===== config.mk =====
export PLATFORM = sky130hd
export DESIGN_NAME = bmf_ctrl
export DESIGN_NICKNAME = d
export VERILOG_FILES = /design/src/hdl/bmf_pkg.sv /design/src/hdl/bmf_debounce.sv /design/src/hdl/bmf_ctrl.sv
export SDC_FILE = /design/constraint.sdc
export NUM_CORES = 1
export LEC_CHECK = 0
export ABC_AREA = 1
export BUFFER_PORTS_ARGS = -buffer_cell sky130_fd_sc_hd__buf_4
export CORE_UTILIZATION = 58
export DETAILED_ROUTE_END_ITERATION = 8
export PLACE_DENSITY_LB_ADDON = 0.3
export RECOVER_POWER = 100
export SYNTH_ARGS = -nofsm -noshare
export SYNTH_HDL_FRONTEND = slang
export SYNTH_SLANG_ARGS = --single-unit

===== constraint.sdc =====
create_clock -name core_clk -period 6.54 [get_ports core_clk]
set_input_delay 1.308 -clock core_clk [delete_from_list [all_inputs] [get_ports core_clk]]
set_output_delay 1.308 -clock core_clk [all_outputs]
set_load 0.03 [all_outputs]

===== src/hdl/bmf_pkg.sv =====
// Purpose: shared constants for the third buck mode and fault control
// Assumes: core clock of 25 MHz
// Notes: register offsets are byte addresses on the plain register port
package bmf_pkg;
  // ==========================================================
  // timing
  localparam int BMF_CLK_HZ = 25000000; // core clock rate
  localparam int BMF_DEBOUNCE_US = 8000; // 8.0 ms debounce interval
  localparam int BMF_DEBOUNCE_CYC = BMF_DEBOUNCE_US * (BMF_CLK_HZ / 1000000); // cycles in debounce
  // ==========================================================
  // register map
  localparam logic [7:0] BMF_OFS_CTRL = 8'h00; // control bits
  localparam logic [7:0] BMF_OFS_SETPT = 8'h04; // three set-point fields, read only
  localparam logic [7:0] BMF_OFS_STAT = 8'h08; // mode, sense and state readback
  localparam logic [7:0] BMF_OFS_IRQ = 8'h0c; // sticky fault status, write one to clear
  localparam logic [7:0] BMF_OFS_MASK = 8'h10; // interrupt mask
  // ==========================================================
  // control field positions
  localparam int BMF_CTL_EN = 0; // buck_enable_bit
  localparam int BMF_CTL_STBY = 1; // buck_standby_enable
  localparam int BMF_CTL_SLP = 2; // buck_sleep_enable
  localparam int BMF_CTL_LPWR = 3; // buck_low_bias_select
  localparam int BMF_CTL_FPWM = 4; // buck_forced_pwm_select
  localparam logic [4:0] BMF_CTL_RST = 5'h00; // control reset value
  // ==========================================================
  // set-point fields and code mapping
  localparam int BMF_SP_W = 6; // stored field width
  localparam int BMF_CODE_W = 4; // meaningful code width
  localparam int BMF_MV_BASE = 1800; // code 0000 output in mV
  localparam int BMF_MV_STEP = 100; // mV per code step
  localparam logic [5:0] BMF_SP_RST = 6'h00; // set-point reset value
  // ==========================================================
  // fault bits: 0 high side, 1 low side
  localparam int BMF_NFLT = 2; // number of current-limit sources
  localparam logic [1:0] BMF_FLT_RST = 2'h0; // status and mask reset value
  // ==========================================================
  // enumerations
  typedef enum logic [1:0] {BMF_PS_RUN, BMF_PS_STBY, BMF_PS_SLP, BMF_PS_OFF} bmf_pstate_t; // power state
  typedef enum logic [1:0] {BMF_M_OFF, BMF_M_ADAPT, BMF_M_FPWM, BMF_M_LPWR} bmf_mode_t; // switching mode
endpackage : bmf_pkg


===== src/hdl/bmf_debounce.sv =====
// Purpose: one current-limit debounce channel
// Assumes: raw input already synchronised to core_clk
// Notes: fires one pulse once the level has held past the interval
`timescale 1ns/1ps
module bmf_debounce
  import bmf_pkg::*;
#(
  parameter int HOLD_CYC = BMF_DEBOUNCE_CYC
)
(
  input wire logic core_clk,
  input wire logic srst,
  input wire logic level_in,
  output logic persist_pulse
);
  // ==========================================================
  // persistence counter
  logic [23:0] cnt_r; // cycles the level has held
  logic fired_r; // pulse already given for this episode
  wire logic over_w = (cnt_r >= 24'(HOLD_CYC)); // held longer than interval

  // count while the level stays, restart on any drop
  always_ff @(posedge core_clk)
  begin
    if (srst || !level_in)
    begin
      cnt_r <= 24'h000000;
      fired_r <= 1'b0;
    end
    else
    begin
      if (!over_w)
        cnt_r <= cnt_r + 24'h000001;
      if (over_w)
        fired_r <= 1'b1;
    end
  end

  // single pulse per episode
  assign persist_pulse = level_in && over_w && !fired_r;
endmodule : bmf_debounce


===== src/hdl/bmf_ctrl.sv =====
// Purpose: third buck mode select, set-point load and current-limit faults
// Assumes: power state and limit comparator inputs are asynchronous pins
// Notes: registers reached over a plain strobe port, read data one cycle later
`timescale 1ns/1ps
// Contract
// - code 0000 is 1.80 V, 100 mV steps
// - no dynamic ramping between set-points
// - DCM/CCM automatic, forced by bits or states
// - off and discharged per enable bits
// - adaptive mode is the default
// - forced PWM whenever enabled and bit set
// - run ignores low-power bit
// - standby/sleep low-power bit picks low bias
// - limits cut the switch cycle by cycle
// - limit hit sets sense bit at once
// - status set after 8.0 ms persistence
// - startup copies programmed code into fields
// - set-point fields read only
module bmf_ctrl
  import bmf_pkg::*;
#(
  parameter int HOLD_CYC = BMF_DEBOUNCE_CYC
)
(
  input wire logic core_clk,
  input wire logic srst,
  input wire logic [7:0] reg_addr,
  input wire logic [31:0] reg_wdata,
  input wire logic reg_wr,
  input wire logic reg_rd,
  output logic [31:0] reg_rdata,
  input wire logic [1:0] power_state,
  input wire logic [5:0] programmed_setpoint_code,
  input wire logic hs_limit_in,
  input wire logic ls_limit_in,
  input wire logic load_light,
  output logic hs_gate_off,
  output logic ls_gate_off,
  output logic [1:0] buck_mode,
  output logic discharge_on,
  output logic [5:0] active_setpoint,
  output logic [11:0] target_mv,
  output logic irq
);
  // ==========================================================
  // pin synchronisers
  logic [1:0] ps_s1_r; // power state first stage
  logic [1:0] ps_s2_r; // power state usable
  logic [1:0] lim_s1_r; // limit first stage
  logic [1:0] lim_s2_r; // limit usable
  logic light_s1_r; // light-load first stage
  logic light_s2_r; // light-load usable

  // two flops on the power state, limit and light-load inputs
  always_ff @(posedge core_clk)
  begin
    if (srst)
    begin
      ps_s1_r <= 2'(BMF_PS_OFF);
      ps_s2_r <= 2'(BMF_PS_OFF);
      lim_s1_r <= 2'h0;
      lim_s2_r <= 2'h0;
      light_s1_r <= 1'b0;
      light_s2_r <= 1'b0;
    end
    else
    begin
      ps_s1_r <= power_state;
      ps_s2_r <= ps_s1_r;
      lim_s1_r <= {ls_limit_in, hs_limit_in};
      lim_s2_r <= lim_s1_r;
      light_s1_r <= load_light;
      light_s2_r <= light_s1_r;
    end
  end

  // ==========================================================
  // register bus decode
  logic [4:0] ctl_r; // control bits
  logic [5:0] sp_run_r; // run_setpoint_field
  logic [5:0] sp_stby_r; // standby_setpoint_field
  logic [5:0] sp_slp_r; // sleep_setpoint_field
  logic [1:0] flt_stat_r; // sticky fault status
  logic [1:0] flt_mask_r; // fault mask
  logic [1:0] ps_prev_r; // power state last cycle
  wire logic wr_ctl = reg_wr && (reg_addr == BMF_OFS_CTRL); // control write
  wire logic wr_irq = reg_wr && (reg_addr == BMF_OFS_IRQ); // status clear write
  wire logic wr_mask = reg_wr && (reg_addr == BMF_OFS_MASK); // mask write
  bmf_pstate_t ps_w; // current power state
  assign ps_w = bmf_pstate_t'(ps_s2_r);

  // control and mask registers
  always_ff @(posedge core_clk)
  begin
    if (srst)
    begin
      ctl_r <= BMF_CTL_RST;
      flt_mask_r <= BMF_FLT_RST;
    end
    else
    begin
      if (wr_ctl)
        ctl_r <= reg_wdata[4:0];
      if (wr_mask)
        flt_mask_r <= reg_wdata[1:0];
    end
  end

  // ==========================================================
  // set-point load at start-up; no bus path writes these
  wire logic startup_w = (ps_prev_r == 2'(BMF_PS_OFF)) && (ps_w == BMF_PS_RUN);

  always_ff @(posedge core_clk)
  begin
    if (srst)
    begin
      sp_run_r <= BMF_SP_RST;
      sp_stby_r <= BMF_SP_RST;
      sp_slp_r <= BMF_SP_RST;
      ps_prev_r <= 2'(BMF_PS_OFF);
    end
    else
    begin
      ps_prev_r <= ps_s2_r;
      // copy the programmed code only on off-to-run; static after
      if (startup_w)
      begin
        sp_run_r <= programmed_setpoint_code;
        sp_stby_r <= programmed_setpoint_code;
        sp_slp_r <= programmed_setpoint_code;
      end
    end
  end

  // ==========================================================
  // mode decode, purely combinational so any change applies at once
  function automatic bmf_mode_t mode_of(input bmf_pstate_t ps, input logic [4:0] c);
    bmf_mode_t m;
    m = BMF_M_ADAPT;
    if (ps == BMF_PS_OFF || !c[BMF_CTL_EN])
      m = BMF_M_OFF;
    else if (ps == BMF_PS_STBY && !c[BMF_CTL_STBY])
      m = BMF_M_OFF;
    else if (ps == BMF_PS_SLP && !c[BMF_CTL_SLP])
      m = BMF_M_OFF;
    else if (c[BMF_CTL_FPWM])
      m = BMF_M_FPWM;
    else if (ps != BMF_PS_RUN && c[BMF_CTL_LPWR])
      m = BMF_M_LPWR;
    else
      m = BMF_M_ADAPT;
    return m;
  endfunction : mode_of

  bmf_mode_t mode_w; // selected mode
  assign mode_w = mode_of(ps_w, ctl_r);
  assign buck_mode = mode_w;
  assign discharge_on = (mode_w == BMF_M_OFF);

  // active set-point by state
  logic [5:0] sp_sel_w; // field of the current state
  assign sp_sel_w = (ps_w == BMF_PS_STBY) ? sp_stby_r : (ps_w == BMF_PS_SLP) ? sp_slp_r : sp_run_r;
  assign active_setpoint = sp_sel_w;
  // linear code to millivolts
  wire logic [11:0] mv_w = 12'(BMF_MV_BASE) + 12'(BMF_MV_STEP) * 12'(sp_sel_w[BMF_CODE_W-1:0]);
  assign target_mv = mv_w;

  // ==========================================================
  // current limits: gate cut from the synchronised comparator
  assign hs_gate_off = lim_s2_r[0];
  assign ls_gate_off = lim_s2_r[1];

  // debounce channels
  logic [1:0] persist_w; // per-source persistence pulses
  genvar gi;
  generate
    for (gi = 0; gi < BMF_NFLT; gi++)
    begin : g_deb
      bmf_debounce #(.HOLD_CYC(HOLD_CYC)) u_deb (
        .core_clk(core_clk),
        .srst(srst),
        .level_in(lim_s2_r[gi]),
        .persist_pulse(persist_w[gi])
      );
    end
  endgenerate

  // sticky status, set wins over clear
  always_ff @(posedge core_clk)
  begin
    if (srst)
      flt_stat_r <= BMF_FLT_RST;
    else
      flt_stat_r <= (flt_stat_r & ~(wr_irq ? reg_wdata[1:0] : 2'h0)) | persist_w;
  end

  assign irq = |(flt_stat_r & flt_mask_r);

  // ==========================================================
  // read data, one cycle after the strobe
  logic [31:0] rd_mux_w; // selected read word
  always_comb
  begin
    rd_mux_w = 32'h00000000;
    unique case (reg_addr)
      BMF_OFS_CTRL: rd_mux_w = {27'h0, ctl_r};
      BMF_OFS_SETPT: rd_mux_w = {14'h0, sp_slp_r, sp_stby_r, sp_run_r};
      BMF_OFS_STAT: rd_mux_w = {24'h0, light_s2_r, ps_s2_r, mode_w, 1'b0, lim_s2_r};
      BMF_OFS_IRQ: rd_mux_w = {30'h0, flt_stat_r};
      BMF_OFS_MASK: rd_mux_w = {30'h0, flt_mask_r};
      default: rd_mux_w = 32'h00000000;
    endcase
  end

  always_ff @(posedge core_clk)
  begin
    if (srst)
      reg_rdata <= 32'h00000000;
    else
      reg_rdata <= reg_rd ? rd_mux_w : 32'h00000000;
  end
endmodule : bmf_ctrl


# == Yosys cells after proc, flatten, opt, wreduce, memory -nomap -nowiden ==
# Cells that the tools add are included.
# classes
add_sub_neg,3
multipliers,1
n_div,0
magnitude_cmp,2
eq_ne,8
shift,0
mux,7
n_bitwise,5
reduce_logical,27
# op_table
operator,n
case mux 18 bit (5 select lines),1
"adder 24 x 1 -> 24 bit, second input constant",2
"greater-or-equal comparator 24 x 18 -> 1 bit, second input constant",2
"equality test 8 x 4 -> 1 bit, second input constant",2
"adder 11 x 11 -> 12 bit, first input constant",1
two-way mux 2 bit,6
logical AND 1 bit,11
"multiplier 5 x 4 -> 9 bit, first input constant",1
"equality test 8 x 3 -> 1 bit, second input constant",1
"equality test 8 x 5 -> 1 bit, second input constant",1
zero test 8 bit,1
zero test 1 bit,7
"equality test 2 bit, second input constant",3
AND 2 bit,2
zero test 2 bit,2
OR reduction 2 bit,2
logical OR 1 bit,3
"equality test 2 x 1 -> 1 bit, second input constant",1
inverter 2 bit,1
bitwise OR 2 bit,1
nonzero test 2 bit,1
inverter 1 bit,1
# word_totals
regBits,109
latch_bits,0
ram_bits,0
mem_bits_ro,0
in_bits,55
output_inout_bits,56
wordCells,69
n_memories,0

# == Depth between registers and ports, before layout ==
# logic_depth
word_depth,8
ltp_mapped,10
ltp_nobuf,9

# == Cells and area by module ==
# Synthesis repeated with hierarchy kept, for this count alone.
# unflattened
hier_cells,719
area_unflattened_um2,4892.2
# modules_own_cells
mod,instances,cells_each,area_each_um2,seq_area_each_um2
bmf_debounce,2,222,1398.8,500.5
bmf_ctrl,1,275,2094.5,820.8

# == Least setup slack after synthesis ==
# OpenSTA, ideal clock, no wires.
# synth_timing
path_type,register to output
startpoint,reg sp_slp_r[1]
endpoint,out target_mv[10]
arrival_time_ps,2387
t_required_ps,5232
slack_ps,2845
stages_incl_launch_ff,7
n_path_buf,0
cell_sequence,dfxtp_1 -> ha_1 -> fa_1 -> xor2_1 -> a31oi_1 -> nand2_1 -> xor2_1
# synth_via
elab_chain_len,2
# synth_lines
item,line_no,source
start: declaration,bmf_ctrl.sv:82,logic [5:0] sp_slp_r;
start signal: assignment,bmf_ctrl.sv:130,sp_slp_r <= programmed_setpoint_code;
multiplier 5 x 4 -> 9 bit,bmf_ctrl.sv:165,wire logic [11:0] mv_w = 12'(BMF_MV_BASE) + 12'(BMF_MV_STEP) * 12'(sp_sel_w[BMF_CODE_W-1:0]);
adder 11 x 11 -> 12 bit,bmf_ctrl.sv:165,
end: declaration,bmf_ctrl.sv:42,"output logic [11:0] target_mv,"
# No other way between the ends.

# == Worst setup path in the final report ==
# layout_timing
startpoint,reg sp_slp_r[0]
endpoint,out target_mv[10]
# The elaborated chain is that of the path after synthesis.

==> flow_summary.toml <==
[place]
dpl.hpwl_um = 7550
gp_congestion = 0.976
port_buffers = 67

[grt]
grt_use_total_pct = 25.1
grt_pass1_wl_um = 17200
grt_overflow = 0
grt_max_degree = 22
antenna_found_initial = 0
grt_pass1_vias = 3886

[sta]
hold_viol_final = 0
setup_violations = 0
fin_crit_sh_pct = 61.5
tightest_slew_ps = 644
rsz0062_at_grt = "no"
slew_viol_final = 0
hold_ws_ps = 403
setup_tns_ps = 0
maxSlewHeadroom_pct = 57.0
timing.fmax_mhz = 249
fin_worst_skew_ps = 9.34
post-route-min-period_ps = 4020

[synthesis]
synth_most_common_cell = "nand2_1"
synth_adder_area_share_pct = 3.88
synth_ff_type = "dfxtp_1"
synth_top_family_by_area = "simple AND/OR/NAND/NOR gates"
ys_ff_latch = 91
synth_xor_area_share_pct = 3.16
synthMuxAreaShare_pct = 0
synth-compound-area-share_pct = 8.13
synthTopCellsByArea = "dfxtp_1 39%, nand2_1 13%, nor2_1 9.3%, inv_1 7.3%, nand3_1 5.8%"
synth_edf_count = 0
synth_simple_gate_area_share_pct = 33.8
yosysSeqAreaShare_pct = 38.7
avgSynthCellArea_sq_um = 6.76
synth_cells = 696
netlist_area_sq_um = 4710
yosys_warnings = 0
yosysTopAreaCell = "dfxtp_1"
synth_top_area_share_pct = 38.7
async_flop_share_pct = 0
synth_common_cells = "160 x nand2_1, 117 x nor2_1, 92 x inv_1"
ys_types = 30

[cells_and_area]
multi_input_area_sq_um = 2350
layout-drive-gt1-share_pct = 7.78
fillers = 741
diodes = 0
nets = 825
regArea_sq_um = 1820
syn_to_final_growth_pct = 10.6

[clocking]
clock_latency_ps = 350
cts_buffers = 9
cts.htree.levels = 3
post_cts_buffers = 0
ctsHoldBuffers = 0
cts.clk_slew.worst_paths_ps = 90
cts_tree = "done"
cts.sinks = 91
cts-root-buf = "clkbuf_8"
cts_resized = 0
clockBufferDepth = 2

[critical_path]
crit_arrival_ps = 2710
crit_slowest_cell = "dfxtp_1"
crit_path_start_kind = "flop"
critical-path-max-stage-delay_ps = 500
critical_path_class = "flop to output pin"
cp-end-kind = "output pin"
cp_cell_sequence = "ha_1 -> ha_1 -> fa_1 -> xor2_1 -> a31oi_1 -> nand2_1 -> xor2_1 -> clkbuf_1"
worst_path_dominant_cell_family = "adder cells"
worstPathRequired_ps = 5230
crit_fanout = 7
crit_buf_inv = 1

[route]
route.detailed.drc = 0
vias_per_cell = 5.02
drtAntennaViolNets = 0
routed_wl_um = 10100
vias = 4314
routedWlPerCell_um = 11.8
drt_pass1_iterations = 4
drt_iter0_markers = 182

[floorplan]
start_util_pct = 60.3
dieArea_sq_um = 8480
rows = 32
die_h_um = 92.1
io_pins = 111
core_sq_um = 7810
die_width_um = 92.1

[pwr]
p_leak_nw = 2.17
ir_drop_mv = 0.123
power.density_nw_per_um2 = 195

[worst_hold_path]
min_path_type = "flop to flop"

[run]
maxCapViolCount = 0

[outcome]
status = "finished clean"
## worst min-delay path, stage by stage, from the launching register on
cell and delay (ps):
dfxtp_1 300, inv_1 40, nor2_1 30
## final timing paths
check	endpoint	slack [ps]	start	cells past startpoint
max reg2reg	g_deb[0].u_deb.fired_r$_SDFFE_PP0P_	4880	g_deb[0].u_deb.cnt_r[18]$_SDFFE_PP0N_	6
max	target_mv[10]	2520	sp_slp_r[0]$_SDFFE_PP0P_	8
min	light_s2_r$_SDFF_PP0_	400	light_s1_r$_SDFF_PP0_	2
min reg2reg	light_s2_r$_SDFF_PP0_	400	light_s1_r$_SDFF_PP0_	2
## where the power goes
part           total [mW]  switching, mW  internal, mW
logic              0.0536         0.0370        0.0167
registers           0.560        0.00276         0.558
clock network       0.402          0.183         0.219
total                1.02          0.223         0.793
## final cells by class
type                       count  share of cell area [%]
timing repair buffer          67                    6.70
tap                          102                    2.45
clock inverter                 3                    1.25
sequential                    91                    35.0
multi-input combinational    493                    45.2
clock buffer                  10                    2.64
inverter                      94                    6.77
## state kept, by name (all words and copies together) (netlist names)
signal,count
g_deb.u_deb.cnt_r,48
reg_rdata,14
sp_slp_r,6
ctl_r,5
flt_mask_r,2
flt_stat_r,2
g_deb.u_deb.fired_r,2
lim_s1_r,2
lim_s2_r,2
ps_prev_r,2
ps_s1_r,2
ps_s2_r,2
light_s1_r,1
light_s2_r,1
## cells by family (layout without fill, tap and decap cells)
group,after synthesis,after routing
AO/OA/AOI/OAI,72,72
XOR/XNOR,17,17
adder cells (fa/ha/maj),14,14
buffers and inverters,127,174
flip-flops,91,91
other,1,16
AND/OR/NAND/NOR,374,374
## metrics by stage
| stage | worst slack, ps | instance area (sq um) | instances | util [%] | total power [mW] |
|---|---|---|---|---|---|
| 4_1_cts | 2640 | 5370 | 860 | 68.8 | 1.03 |
| 3_5_place_dp | 3020 | 5170 | 847 | 66.2 | 0.629 |
| 5_1_grt | 2370 | 5210 | 860 | 66.7 | 1.05 |
| 6_report | 2520 | 5210 | 860 | 66.7 | 1.02 |
| 3_3_place_gp | 3090 | 5170 | 847 | 66.2 | 0.628 |
| 2_1_floorplan | 2850 | 4760 | 711 | - | 0.614 |
## layout by cell type, fill, tap and decap left out, drive strengths merged
| cell | count |
|---|---|
| clkbuf | 52 |
| or2 | 4 |
| inv | 93 |
| nand3b | 2 |
| o21bai | 1 |
| nand3 | 56 |
| buf | 25 |
| ha | 13 |
| nor2 | 120 |
| a21oi | 39 |
| o21ai | 30 |
| a31oi | 1 |
| clkinv | 2 |
| dfxtp | 91 |
| fa | 1 |
| nor3 | 7 |
| nand4 | 15 |
| bufinv | 2 |
| nand2 | 170 |
| xnor2 | 4 |
| a22o | 1 |
| xor2 | 13 |
| conb | 16 |
## routing by layer
metal / global-route usage, % / vias up / part of all wire, %
met1: 34.0 / 1912 / 48
met2: 40.4 / 128 / 45
li1: - / 2259 / -
met5: 0 / - / 0
met4: 10.3 / 0 / 2.0
met3: 3.32 / 15 / 5.5
Power figures use the tool's default switching activity.
